$ cat config.mk
export PLATFORM = sky130hd
export DESIGN_NAME = dsrx_port
export DESIGN_NICKNAME = d
export VERILOG_FILES = /design/src/dsrx_pkg.sv /design/src/dsrx_sync.sv /design/src/dsrx_chan.sv /design/src/dsrx_port.sv
export SDC_FILE = /design/constraint.sdc
export NUM_CORES = 1
export LEC_CHECK = 0
export ABC_CLOCK_PERIOD_IN_PS = 3600
export BUFFER_PORTS_ARGS = -buffer_cell sky130_fd_sc_hd__buf_2
export CAP_MARGIN = 20
export CORE_UTILIZATION = 45
export CTS_CLUSTER_SIZE = 28
export DETAILED_ROUTE_END_ITERATION = 6
export PLACE_DENSITY_LB_ADDON = 0.08
export RECOVER_POWER = 25
export SLEW_MARGIN = 20
export SYNTH_ARGS = -nofsm -noshare
export SYNTH_HDL_FRONTEND = slang
export SYNTH_HIERARCHICAL = 1
export SYNTH_SLANG_ARGS = --single-unit
$ cat constraint.sdc
create_clock -name ref_clk -period 3.6 [get_ports ref_clk]
set_input_delay 0.36 -clock ref_clk [delete_from_list [all_inputs] [get_ports ref_clk]]
set_output_delay 0.36 -clock ref_clk [all_outputs]
set_load 0.005 [all_outputs]
$ cat src/dsrx_pkg.sv
// Shared constants for the deserializer receive output port
package dsrx_pkg;
  localparam int DSRX_CHAR_W = 10;
  localparam int DSRX_STAT_W = 2;
  localparam logic [1:0] DSRX_SELFTEST_RECEIVE = 2'h2;
  localparam logic DSRX_RATE_HALF = 1'h1;
  localparam logic DSRX_RATE_FULL = 1'h0;
  localparam int DSRX_REF_CLK_MHZ = 50;
  localparam int DSRX_LINK_PERIOD_NS = 160;
  localparam int DSRX_REF_PERIOD_NS = 1000 / DSRX_REF_CLK_MHZ;
  localparam int DSRX_LOCK_WINDOW_CYC = (DSRX_LINK_PERIOD_NS * 4) / DSRX_REF_PERIOD_NS;
  localparam int DSRX_LOCK_CNT_W = 8;
  localparam logic [7:0] DSRX_LOCK_STABLE = 8'h04;
  localparam int DSRX_IRQ_W = 4;
  localparam logic [3:0] DSRX_ADDR_STATUS = 4'h0;
  localparam logic [3:0] DSRX_ADDR_CLEAR = 4'h1;
  localparam logic [3:0] DSRX_ADDR_ENABLE = 4'h2;
  localparam logic [3:0] DSRX_ADDR_CTRL = 4'h3;
  localparam logic [3:0] DSRX_ADDR_STATE = 4'h4;
  localparam int DSRX_CTRL_BIST_LSB = 0;
  localparam int DSRX_CTRL_RATE = 2;
  localparam int DSRX_CTRL_ROE1 = 3;
  localparam int DSRX_CTRL_ROE2 = 4;
  localparam int DSRX_CTRL_ULC = 5;
  localparam int DSRX_CTRL_B_OFS = 8;
  localparam logic [31:0] DSRX_CTRL_RESET = 32'h00003838;
  localparam int DSRX_EV_LOCK_A = 0;
  localparam int DSRX_EV_LOCK_B = 1;
  localparam int DSRX_EV_ERR_A = 2;
  localparam int DSRX_EV_ERR_B = 3;
  typedef enum logic [1:0] {
    DSRX_BIST_IDLE = 2'b00,
    DSRX_BIST_GOOD = 2'b01,
    DSRX_BIST_ERROR = 2'b10,
    DSRX_BIST_DONE = 2'b11
  } dsrx_bist_e;
endpackage

$ cat src/dsrx_sync.sv
// Two-flop synchroniser for one level
`timescale 1ns/1ns
`default_nettype none
module dsrx_sync (
  // Clock and reset
  input wire logic ref_clk,
  input wire logic rst,
  input wire logic clk_en,
  // Level
  input wire logic async_in,
  output logic sync_out
);
  logic stage1;
  always_ff @(posedge ref_clk or posedge rst) begin
    if (rst) begin
      stage1 <= 1'b0;
      sync_out <= 1'b0;
    end else if (clk_en) begin
      stage1 <= async_in;
      sync_out <= stage1;
    end
  end
endmodule
`default_nettype wire

$ cat src/dsrx_chan.sv
// One receive channel: clock pair, character output and self-test status
`timescale 1ns/1ns
`default_nettype none
module dsrx_chan
  import dsrx_pkg::*;
#(
  parameter int CHAR_W = DSRX_CHAR_W
) (
  // Clock and reset
  input wire logic ref_clk,
  input wire logic rst,
  input wire logic clk_en,
  // Synchronised link side
  input wire logic link_clk,
  input wire logic [CHAR_W-1:0] link_char,
  input wire logic link_valid,
  // Control
  input wire logic [1:0] receive_selftest_control,
  input wire logic receive_clock_rate_select,
  input wire logic force_local_reference,
  // Outputs
  output logic recovered_clock_p,
  output logic recovered_clock_n,
  output logic reclock_clock_out,
  output logic [CHAR_W-1:0] parallel_char,
  output logic selftest_status,
  output logic link_fault_indicator,
  output logic locked,
  output logic err_event,
  output logic lock_event
);
  import dsrx_pkg::*;
  logic link_clk_d;
  logic link_rise;
  logic [7:0] edge_gap;
  logic [7:0] stable_cnt;
  logic [CHAR_W-1:0] expect_char;
  logic bist_err;
  logic bist_seen;
  logic bist_mode;
  logic char_step;
  dsrx_bist_e bist_state;

  assign link_rise = link_clk & ~link_clk_d;
  assign bist_mode = receive_selftest_control == DSRX_SELFTEST_RECEIVE;
  assign char_step = link_rise & link_valid;

  always_ff @(posedge ref_clk or posedge rst) begin
    if (rst) begin
      link_clk_d <= 1'b0;
    end else if (clk_en) begin
      link_clk_d <= link_clk;
    end
  end

  // Lock follows link edges within the window; dropped while force_local_reference is low
  always_ff @(posedge ref_clk or posedge rst) begin
    if (rst) begin
      edge_gap <= 8'h00;
      stable_cnt <= 8'h00;
      locked <= 1'b0;
    end else if (clk_en) begin
      if (!force_local_reference) begin
        stable_cnt <= 8'h00;
        locked <= 1'b0;
      end else if (link_rise) begin
        edge_gap <= 8'h00;
        if (stable_cnt != DSRX_LOCK_STABLE) begin
          stable_cnt <= stable_cnt + 8'h01;
        end
        locked <= (stable_cnt == DSRX_LOCK_STABLE);
      end else if (edge_gap == 8'(DSRX_LOCK_WINDOW_CYC)) begin
        stable_cnt <= 8'h00;
        locked <= 1'b0;
      end else begin
        edge_gap <= edge_gap + 8'h01;
      end
    end
  end
  assign lock_event = clk_en & link_rise & force_local_reference & ~locked & (stable_cnt == DSRX_LOCK_STABLE);
  assign link_fault_indicator = locked & force_local_reference;

  // Clock pair: toggles per character; full rate also falls mid-character
  always_ff @(posedge ref_clk or posedge rst) begin
    if (rst) begin
      recovered_clock_p <= 1'b0;
      recovered_clock_n <= 1'b1;
      reclock_clock_out <= 1'b0;
    end else if (clk_en) begin
      reclock_clock_out <= link_clk_d;
      if (link_rise) begin
        // Toggle, so a rate change never leaves a data step without an edge
        recovered_clock_p <= ~recovered_clock_p;
        recovered_clock_n <= recovered_clock_p;
      end else if (receive_clock_rate_select == DSRX_RATE_FULL && !link_clk_d) begin
        recovered_clock_p <= 1'b0;
        recovered_clock_n <= 1'b1;
      end
    end
  end

  // Characters update on every output clock edge used for data
  always_ff @(posedge ref_clk or posedge rst) begin
    if (rst) begin
      parallel_char <= '0;
      selftest_status <= 1'b0;
    end else if (clk_en && char_step) begin
      if (bist_mode) begin
        parallel_char <= {{(CHAR_W-DSRX_STAT_W){1'b0}}, bist_state};
        selftest_status <= bist_seen;
      end else begin
        parallel_char <= link_char;
        selftest_status <= 1'b0;
      end
    end
  end

  // Self-test checker: expects an incrementing character sequence
  always_ff @(posedge ref_clk or posedge rst) begin
    if (rst) begin
      expect_char <= '0;
      bist_err <= 1'b0;
      bist_seen <= 1'b0;
      bist_state <= DSRX_BIST_IDLE;
    end else if (clk_en) begin
      if (!bist_mode) begin
        bist_seen <= 1'b0;
        bist_err <= 1'b0;
        bist_state <= DSRX_BIST_IDLE;
      end else if (char_step) begin
        bist_seen <= 1'b1;
        expect_char <= link_char + CHAR_W'(1);
        bist_err <= bist_seen && (link_char != expect_char);
        unique case (bist_state)
          DSRX_BIST_IDLE: bist_state <= DSRX_BIST_GOOD;
          DSRX_BIST_GOOD, DSRX_BIST_ERROR, DSRX_BIST_DONE: begin
            // Error stays while mismatches continue
            if (link_char != expect_char) begin
              bist_state <= DSRX_BIST_ERROR;
            end else if (&link_char) begin
              bist_state <= DSRX_BIST_DONE;
            end else begin
              bist_state <= DSRX_BIST_GOOD;
            end
          end
        endcase
      end
    end
  end
  assign err_event = clk_en & char_step & bist_mode & bist_seen & (link_char != expect_char);
endmodule
`default_nettype wire

$ cat src/dsrx_port.sv
// Dual receive output port with Avalon-MM control and interrupt
`timescale 1ns/1ns
`default_nettype none
module dsrx_port
  import dsrx_pkg::*;
#(
  parameter int CHAR_W = DSRX_CHAR_W
) (
  // Clock, reset, enable
  input wire logic ref_clk,
  input wire logic rst,
  input wire logic clk_en,
  // Avalon-MM slave
  input wire logic [3:0] avs_address,
  input wire logic avs_read,
  input wire logic avs_write,
  input wire logic [31:0] avs_writedata,
  input wire logic [3:0] avs_byteenable,
  output logic [31:0] avs_readdata,
  output logic avs_waitrequest,
  output logic irq,
  // Channel A link side
  input wire logic chan_a_training_clock,
  input wire logic chan_a_link_clock,
  input wire logic [CHAR_W-1:0] chan_a_link_char,
  input wire logic chan_a_link_valid,
  // Channel B link side
  input wire logic chan_b_training_clock,
  input wire logic chan_b_link_clock,
  input wire logic [CHAR_W-1:0] chan_b_link_char,
  input wire logic chan_b_link_valid,
  // Channel A outputs
  output logic [CHAR_W-1:0] chan_a_parallel_char,
  output logic chan_a_recovered_clock_p,
  output logic chan_a_recovered_clock_n,
  output logic chan_a_reclock_clock_out,
  output logic chan_a_selftest_status,
  output logic chan_a_reclock_powered_down,
  output logic chan_a_link_fault_indicator,
  // Channel B outputs
  output logic [CHAR_W-1:0] chan_b_parallel_char,
  output logic chan_b_recovered_clock_p,
  output logic chan_b_recovered_clock_n,
  output logic chan_b_reclock_clock_out,
  output logic chan_b_selftest_status,
  output logic chan_b_reclock_powered_down,
  output logic chan_b_link_fault_indicator
);
  import dsrx_pkg::*;
  logic [31:0] ctrl;
  logic [DSRX_IRQ_W-1:0] irq_status;
  logic [DSRX_IRQ_W-1:0] irq_enable;
  logic [DSRX_IRQ_W-1:0] irq_event;
  logic [DSRX_IRQ_W-1:0] irq_clear;
  logic rd_pending;
  logic a_lclk, b_lclk, a_tclk, b_tclk, a_valid, b_valid;
  logic [CHAR_W-1:0] a_char_s1, a_char, b_char_s1, b_char;
  logic a_sel_clk, b_sel_clk;
  logic a_locked, b_locked, a_err, b_err, a_lock_ev, b_lock_ev;
  logic a_reclk, b_reclk;

  // Link pins pass two flops before use
  dsrx_sync u_sync_alc (.ref_clk(ref_clk), .rst(rst), .clk_en(clk_en), .async_in(chan_a_link_clock), .sync_out(a_lclk));
  dsrx_sync u_sync_blc (.ref_clk(ref_clk), .rst(rst), .clk_en(clk_en), .async_in(chan_b_link_clock), .sync_out(b_lclk));
  dsrx_sync u_sync_atc (.ref_clk(ref_clk), .rst(rst), .clk_en(clk_en), .async_in(chan_a_training_clock),
    .sync_out(a_tclk));
  dsrx_sync u_sync_btc (.ref_clk(ref_clk), .rst(rst), .clk_en(clk_en), .async_in(chan_b_training_clock),
    .sync_out(b_tclk));
  dsrx_sync u_sync_av (.ref_clk(ref_clk), .rst(rst), .clk_en(clk_en), .async_in(chan_a_link_valid), .sync_out(a_valid));
  dsrx_sync u_sync_bv (.ref_clk(ref_clk), .rst(rst), .clk_en(clk_en), .async_in(chan_b_link_valid), .sync_out(b_valid));

  // Character words, stable around link edges, double-flopped
  always_ff @(posedge ref_clk or posedge rst) begin
    if (rst) begin
      a_char_s1 <= '0;
      a_char <= '0;
      b_char_s1 <= '0;
      b_char <= '0;
    end else if (clk_en) begin
      a_char_s1 <= chan_a_link_char;
      a_char <= a_char_s1;
      b_char_s1 <= chan_b_link_char;
      b_char <= b_char_s1;
    end
  end

  // Loop reference: training clock when forced local or no data
  assign a_sel_clk = (ctrl[DSRX_CTRL_ULC] && a_valid) ? a_lclk : a_tclk;
  assign b_sel_clk = (ctrl[DSRX_CTRL_B_OFS+DSRX_CTRL_ULC] && b_valid) ? b_lclk : b_tclk;

  // Independent channel instances
  dsrx_chan #(.CHAR_W(CHAR_W)) u_chan_a (
    .ref_clk(ref_clk),
    .rst(rst),
    .clk_en(clk_en),
    .link_clk(a_sel_clk),
    .link_char(a_char),
    .link_valid(a_valid | ~ctrl[DSRX_CTRL_ULC]),
    .receive_selftest_control(ctrl[DSRX_CTRL_BIST_LSB +: 2]),
    .receive_clock_rate_select(ctrl[DSRX_CTRL_RATE]),
    .force_local_reference(ctrl[DSRX_CTRL_ULC]),
    .recovered_clock_p(chan_a_recovered_clock_p),
    .recovered_clock_n(chan_a_recovered_clock_n),
    .reclock_clock_out(a_reclk),
    .parallel_char(chan_a_parallel_char),
    .selftest_status(chan_a_selftest_status),
    .link_fault_indicator(chan_a_link_fault_indicator),
    .locked(a_locked),
    .err_event(a_err),
    .lock_event(a_lock_ev)
  );
  dsrx_chan #(.CHAR_W(CHAR_W)) u_chan_b (
    .ref_clk(ref_clk),
    .rst(rst),
    .clk_en(clk_en),
    .link_clk(b_sel_clk),
    .link_char(b_char),
    .link_valid(b_valid | ~ctrl[DSRX_CTRL_B_OFS+DSRX_CTRL_ULC]),
    .receive_selftest_control(ctrl[DSRX_CTRL_B_OFS+DSRX_CTRL_BIST_LSB +: 2]),
    .receive_clock_rate_select(ctrl[DSRX_CTRL_B_OFS+DSRX_CTRL_RATE]),
    .force_local_reference(ctrl[DSRX_CTRL_B_OFS+DSRX_CTRL_ULC]),
    .recovered_clock_p(chan_b_recovered_clock_p),
    .recovered_clock_n(chan_b_recovered_clock_n),
    .reclock_clock_out(b_reclk),
    .parallel_char(chan_b_parallel_char),
    .selftest_status(chan_b_selftest_status),
    .link_fault_indicator(chan_b_link_fault_indicator),
    .locked(b_locked),
    .err_event(b_err),
    .lock_event(b_lock_ev)
  );

  // Reclock clock: receive clock at select 0, sampled link clock at 1
  always_ff @(posedge ref_clk or posedge rst) begin
    if (rst) begin
      chan_a_reclock_clock_out <= 1'b0;
      chan_b_reclock_clock_out <= 1'b0;
    end else if (clk_en) begin
      chan_a_reclock_clock_out <= ctrl[DSRX_CTRL_RATE] ? a_reclk : chan_a_recovered_clock_p;
      chan_b_reclock_clock_out <= ctrl[DSRX_CTRL_B_OFS+DSRX_CTRL_RATE] ? b_reclk : chan_b_recovered_clock_p;
    end
  end

  // Powered-down status, decoded from control bits without a clock
  assign chan_a_reclock_powered_down = ~ctrl[DSRX_CTRL_ROE1] & ~ctrl[DSRX_CTRL_ROE2];
  assign chan_b_reclock_powered_down =
    ~ctrl[DSRX_CTRL_B_OFS+DSRX_CTRL_ROE1] & ~ctrl[DSRX_CTRL_B_OFS+DSRX_CTRL_ROE2];

  // Control register with byte enables
  always_ff @(posedge ref_clk or posedge rst) begin
    if (rst) begin
      ctrl <= DSRX_CTRL_RESET;
    end else if (clk_en && avs_write && !avs_waitrequest && avs_address == DSRX_ADDR_CTRL) begin
      for (int i = 0; i < 4; i++) begin
        if (avs_byteenable[i]) begin
          ctrl[i*8 +: 8] <= avs_writedata[i*8 +: 8];
        end
      end
    end
  end

  // Interrupt enable
  always_ff @(posedge ref_clk or posedge rst) begin
    if (rst) begin
      irq_enable <= '0;
    end else if (clk_en && avs_write && !avs_waitrequest && avs_address == DSRX_ADDR_ENABLE && avs_byteenable[0]) begin
      irq_enable <= avs_writedata[DSRX_IRQ_W-1:0];
    end
  end

  // Sticky status; a new event wins over a clear in the same cycle
  always_comb begin
    irq_event = '0;
    irq_event[DSRX_EV_LOCK_A] = a_lock_ev;
    irq_event[DSRX_EV_LOCK_B] = b_lock_ev;
    irq_event[DSRX_EV_ERR_A] = a_err;
    irq_event[DSRX_EV_ERR_B] = b_err;
  end
  assign irq_clear = (avs_write && !avs_waitrequest && avs_address == DSRX_ADDR_CLEAR && avs_byteenable[0]) ?
    avs_writedata[DSRX_IRQ_W-1:0] : '0;
  always_ff @(posedge ref_clk or posedge rst) begin
    if (rst) begin
      irq_status <= '0;
    end else if (clk_en) begin
      irq_status <= (irq_status & ~irq_clear) | irq_event;
    end
  end
  assign irq = |(irq_status & irq_enable);

  // One wait cycle on reads, writes taken at once
  assign avs_waitrequest = avs_read & ~rd_pending;
  always_ff @(posedge ref_clk or posedge rst) begin
    if (rst) begin
      rd_pending <= 1'b0;
      avs_readdata <= 32'h00000000;
    end else if (clk_en) begin
      rd_pending <= avs_read & ~rd_pending;
      if (avs_read && !rd_pending) begin
        unique case (avs_address)
          DSRX_ADDR_STATUS: avs_readdata <= 32'(irq_status);
          DSRX_ADDR_ENABLE: avs_readdata <= 32'(irq_enable);
          DSRX_ADDR_CTRL: avs_readdata <= ctrl;
          DSRX_ADDR_STATE: avs_readdata <= {28'h0000000, b_locked, a_locked,
            chan_b_reclock_powered_down, chan_a_reclock_powered_down};
          default: avs_readdata <= 32'h00000000;
        endcase
      end
    end
  end
endmodule
`default_nettype wire

### Word level (Yosys, flattened, before mapping)

Cells that the tools add are included.

* add/subtract/negate cells: 6
* $mul: 0
* divide/modulo/power cells: 0
* $lt $le $gt $ge: 0
* equality and inequality tests: 28
* shift operators: 0
* muxes and demuxes: 50
* bitwise operators: 46
* reduce and logical (&&, ||, !) cells: 46

Operator list (number)
* 32-bit one-hot mux with 4 select lines: 1
* 8-bit 2-to-1 mux: 12
* 8-bit by 1-bit adder with 8-bit output, second input constant: 4
* 1-bit bitwise AND: 25
* 1-bit 2-to-1 mux: 24
* 2-bit AND reduction: 11
* 10-bit by 1-bit adder with 10-bit output, second input constant: 2
* 10-bit 2-to-1 mux: 2
* 10-bit != test: 2
* 10-bit AND reduction: 2
* 3-bit AND reduction: 6
* 8-bit by 3-bit == test with 1-bit output, second input constant: 2
* 8-bit by 6-bit == test with 1-bit output, second input constant: 2
* 2-bit 2-to-1 mux: 8
* 8-bit by 3-bit != test with 1-bit output, second input constant: 2
* 1-bit logical AND: 15
* 1-bit inverter: 15
* 2-bit == test, second input constant: 6
* 4-bit bitwise AND: 2
* 4-bit by 2-bit == test with 1-bit output, second input constant: 2
* 2-bit one-hot mux with 2 select lines: 2
* 3-bit by 1-bit != test with 1-bit output, second input constant: 2
* 3-bit != test, second input constant: 2
* 3-bit OR reduction: 2
* other kinds (14): 23

* register bits: 217
* latch bits: 0
* memory bits (writable): 0
* ROM bits: 0
* input port bits: 71
* output and inout port bits: 66
* memories: 0

### Depth between registers and ports, before layout

* depth in word-level cells: 10
* gate-level depth with buffers: 9
* gate-level depth less buffers: 7

### By module

Netlist, hierarchy kept.

By module, submodules not included
* dsrx_chan: instances 2, cells each 257, area each 2457.4 sq um
* dsrx_port: instances 1, cells each 296, area each 4470.5 sq um
* dsrx_sync: instances 6, cells each 5, area each 76.3 sq um

### Worst setup path before layout

Ideal clock, no wire load.

* path type: reg2reg
* from: register ctrl[5]
* to: register u_chan_a.bist_state[1]
* library setup time: 0.111 ns
* data arrival time: 1.892 ns
* slack: 1.597 ns
* cell stages (with the launch flop): 9
* path buffers: 1
* period minus slack after synthesis: 2.003 ns
* cell sequence: dfstp_2 nand2_1 mux2_2 nor2b_1 buf_6 nand3_4 a21boi_4 a221oi_2 a2111oi_2

* cells in the longest elaborated chain, start to end: 6
* elaborated cells on any way between the ends: 8
* those cells by class: eq/ne (1); mux (1); bitwise (4); reduce/logical (2)

RTL lines
* start, declared: line dsrx_port.sv:50 `logic [31:0] ctrl;`
* start signal, assigned by index: line dsrx_port.sv:156 `ctrl[i*8 +: 8] <= avs_writedata[i*8 +: 8];`
* 1-bit logical AND: line dsrx_port.sv:88 `assign a_sel_clk = (ctrl[DSRX_CTRL_ULC] && a_valid) ? a_lclk : a_tclk;`
* 1-bit 2-to-1 mux: line dsrx_port.sv:88
* named net a_sel_clk: line dsrx_port.sv:58 `logic a_sel_clk, b_sel_clk;`
* 1-bit bitwise AND: line dsrx_chan.sv:44 `assign link_rise = link_clk & ~link_clk_d;`
* 1-bit bitwise AND: line dsrx_chan.sv:46 `assign char_step = link_rise & link_valid;`
* 2-bit != test (no line)
* 2-bit AND reduction (no line)
* end signal, assigned: line dsrx_chan.sv:124 `bist_state <= DSRX_BIST_IDLE;`
* end signal, assigned: line dsrx_chan.sv:129 `bist_state <= DSRX_BIST_IDLE;`
* end signal, assigned: line dsrx_chan.sv:135 `DSRX_BIST_IDLE: bist_state <= DSRX_BIST_GOOD;`
* end, declared: line dsrx_chan.sv:42 `dsrx_bist_e bist_state;`

The timed path passes the listed nets, and every way through them passes these cells.
A chain may end at the register's enable or synchronous reset.

### Worst setup path in the final report

* from: input clk_en
* to: register avs_readdata[5]

* cells in the longest elaborated chain, start to end: 1

RTL lines
* start, declared: line dsrx_port.sv:12 `input wire logic clk_en,`
* 2-bit AND reduction (no line)
* end signal, assigned: line dsrx_port.sv:200 `DSRX_ADDR_STATUS: avs_readdata <= 32'(irq_status);`
* end signal, assigned: line dsrx_port.sv:201 `DSRX_ADDR_ENABLE: avs_readdata <= 32'(irq_enable);`
* end signal, assigned: line dsrx_port.sv:202 `DSRX_ADDR_CTRL: avs_readdata <= ctrl;`
* end, declared: line dsrx_port.sv:19 `output logic [31:0] avs_readdata,`

Every way passes these cells.

==> results.md <==
* Status: finished with violations
* Failing checks: capacitance limit, slew limit
* CP Cell Sequence: clkbuf_1 -> nand2_1 -> buf_4 -> a22o_1
* Clock Skews at 11.28 ps
* Die H at 149.9 um
* Tmin final at 2961 ps
* Yosys Warn Count at 6
* Clock Latency Late Sink at 510 ps
* Total iterations of the first detailed-routing run at 4
* Dominant synthesized flop cell: dfrtp_1
* Post-Synth Adder-Cell Area at 1.271%
* Post-DP HPWL at 15.07 mm
* Final net count at 1061
* Xor and xnor fraction of the mapped netlist area at 3.381%
* DR DRC count at 0
* Post-synthesis simple-gate area fraction at 12.32%
* Worst-Margin Slew at 1877 ps
* Power per standard cell area at 584.0 nW/um^2
* TNS Setup at 0 ps
* # rows at 53
* Post-synth ARST share at 100.0%
* RSZ-0062 raised after global routing: false
* Max Cap Viol at 1
* Critical Path End Type: register
* Final Hold Slack at 55.19 ps
* Drt total wl at 21.77 mm
* Max rail drop VDD at 337.2 uV
* Max Slew Vio Count at 31
* First-pass GRT wire length at 35.57 mm
* Cts bufs inserted at 25
* Antenna-violating nets left at 0
* Vias in the first global route at 6731
* Total core area at 21220 sq um
* Area Overhead vs Synth at 18.24%
* H-Tree Depth at 1
* Clk root buf: clkbuf_16
* Die X at 149.9 um
* Compound-Gate Fraction of Synth Area at 13.00%
* Post-CTS setup buffer count at 0
* Grt ovf at 0
* Multiplexer share of the synthesized area at 11.77%
* GRT Overall Usage at 19.95%
* Vias per cell at 5.347
* Die area at 22470 sq um
* PortBufs at 136
* #FFs+latches synth at 217
* Critical path class: in -> reg
* CTS Hold Buffers Added at 1
* Fin crit share at 82.24%
* CTS tree: yes
* Mapped Cells at 840
* Boundary Pins at 137
* DRT iter0 DRCs at 394
* Vias at 6818
* Setup Viol. Count Final at 0
* Starting Density at 46.39%
* Worst slew margin at -25.14%
* Crit path DAT at 3350 ps
* Placer Congestion at 0.7769
* Resize count post-CTS at 0
* Slowest stage delay, CP at 1320 ps
* CP required at 3990 ps
* Clk slew on worst S/H paths at 60 ps
* Mapped Area at 9843 sq um
* Seq/Total Area, Yosys at 55.27%
* CP startpoint kind: input port
* Syn_area_per_cell at 11.72 sq um
* CTS Buffer Depth at 3
* Final Hold Violating Endpoints at 0
* Cell variety after synth at 61
* Largest family of logic cells by synthesized area: compound AO/OA/AOI/OAI gates
* Slowest-stage cell, CP: clkbuf_1
* Hold WC Path Type: in -> reg
* Leak at 5.575 nW
* Fraction of layout cells with a size suffix above 1 at 32.23%
* Worst-path fanout max at 30
* Initial antenna violation count at 4
* FMAX at 337.8 MHz
* Synth Net Count at 921
* Largest net degree at the start of global routing at 75
* Drt wl/cell at 17.07 um
* TritonCTS Sinks at 217
* Number of enable flip-flop cells after synthesis at 0
[final timing paths]
path / startpoint / to / slack [ps] / cells past startpoint
worst max-delay path: clk_en / avs_readdata[5] / 640 / 4
worst min-delay path: avs_writedata[15] / ctrl[15] / 60 / 2
worst max register to register: ctrl[5] / u_chan_a/expect_char[9] / 890 / 7
worst min register to register: u_chan_a/edge_gap[7] / u_chan_a/edge_gap[7] / 480 / 1
min in group asynchronous: rst / u_sync_blc/sync_out / 450 / 3
max in group asynchronous: rst / u_chan_b/expect_char[3] / 1950 / 4
[cell usage after synthesis (4+ instances only)]
| cell | instances | area share [%] |
|---|---|---|
| a21o_1 | 4 | 0.31 |
| a21oi_1 | 15 | 0.76 |
| a222oi_1 | 4 | 0.41 |
| a22o_1 | 40 | 3.6 |
| a31oi_1 | 14 | 0.89 |
| a41oi_1 | 4 | 0.36 |
| and3_1 | 13 | 0.83 |
| buf_2 | 9 | 0.46 |
| buf_4 | 4 | 0.31 |
| buf_6 | 4 | 0.46 |
| clkbuf_1 | 16 | 0.61 |
| clkbuf_2 | 4 | 0.20 |
| dfrtp_1 | 209 | 53 |
| dfstp_2 | 8 | 2.1 |
| ha_1 | 10 | 1.3 |
| inv_1 | 25 | 0.95 |
| mux2_2 | 92 | 11 |
| mux2i_1 | 10 | 1.0 |
| nand2_1 | 99 | 3.8 |
| nand2_2 | 4 | 0.25 |
| nand2b_1 | 6 | 0.38 |
| nand3_1 | 39 | 2.0 |
| nand3b_1 | 4 | 0.31 |
| nand4_1 | 4 | 0.25 |
| nor2_1 | 31 | 1.2 |
| nor3_1 | 4 | 0.20 |
| nor4_1 | 5 | 0.32 |
| o21ai_0 | 43 | 2.2 |
| o21ai_1 | 16 | 0.81 |
| o21ai_2 | 4 | 0.36 |
| o31ai_1 | 4 | 0.31 |
| xnor2_1 | 12 | 1.1 |
| xor2_1 | 26 | 2.3 |
[critical path: cells and delay by family]
| family | cells | cell delay, ps |
|---|---|---|
| buf+inv | 2 | 1790 |
| simple gates | 1 | 920 |
| compound gates | 1 | 250 |
[logic make-up after synthesis]
family                     after synthesis
and+or+nand+nor                        236
DFF                                    217
AOI/OAI and AO/OA                      173
muxes                                  104
buffers and inverters                   62
xor gates and xnor gates                38
adders and majority gates               10
[layout make-up]
| type | instances | area (sq um) |
|---|---|---|
| antenna | 1 | 2.502 |
| clock buffer | 38 | 784.5 |
| clock inverter | 8 | 93.84 |
| fill | 1895 | 9582 |
| inverter | 25 | 96.34 |
| multi-input combinational | 561 | 4109 |
| sequential | 217 | 5440 |
| tap | 275 | 344.1 |
| timing repair buffer | 150 | 768.2 |
[state kept, by name, indices dropped and copies added, names as in the netlist, 10 cells and up]
| register | flops |
|---|---|
| b_char | 10 |
| b_char_s1 | 10 |
| a_char_s1 | 10 |
| u_chan_b/parallel_char | 10 |
| a_char | 10 |
| u_chan_a/expect_char | 10 |
| ctrl | 32 |
| avs_readdata | 32 |
| u_chan_a/parallel_char | 10 |
| u_chan_b/expect_char | 10 |
[report_power, final]
| group | internal, W | total [W] | switching, W |
|---|---|---|---|
| logic | 0.000499 | 0.00102 | 0.000519 |
| registers | 0.00282 | 0.00315 | 0.000330 |
| clock network | 0.00164 | 0.00263 | 0.000988 |
| total | 0.00496 | 0.00680 | 0.00184 |
[stage by stage]
step | std cells | cell area, sq um | util [%] | worst slack (ps) | power (W)
2_1_floorplan | 840 | 9843 | - | 205.9 | 0.003837
3_3_place_gp | 1227 | 10770 | 50.75 | 1012 | 0.004211
3_5_place_dp | 1227 | 10770 | 50.75 | 985.8 | 0.004231
4_1_cts | 1274 | 11660 | 54.94 | 970.0 | 0.006892
5_1_grt | 1274 | 11640 | 54.83 | 455.1 | 0.007157
6_report | 1275 | 11640 | 54.85 | 639.4 | 0.006797
[metal layers]
layer  share of wire (%)  wire (um)  vias up  track usage [%]
met5               0.092         20        -                0
met4                 1.7        371        4            4.394
met3                 7.2       1569       34            5.488
met2                  42       9146      164            29.19
met1                  49      10660     3310            29.35
li1                    -          -     3306                -
[cell usage in the layout (no fill, tap or decap), drive strengths merged, types with 10 or more instances in the layout]
master and n:
xnor2 12, clkbuf 45, ha 10, mux2 94, buf 142, dfrtp 209, mux2i 10, and3 13
a22o 40, xor2 26, a31oi 16, o21ai 63, nand2 103, a21oi 19, inv 24, nand3 41
nor2 33
No activity file was read; power rests on OpenSTA's default activity.
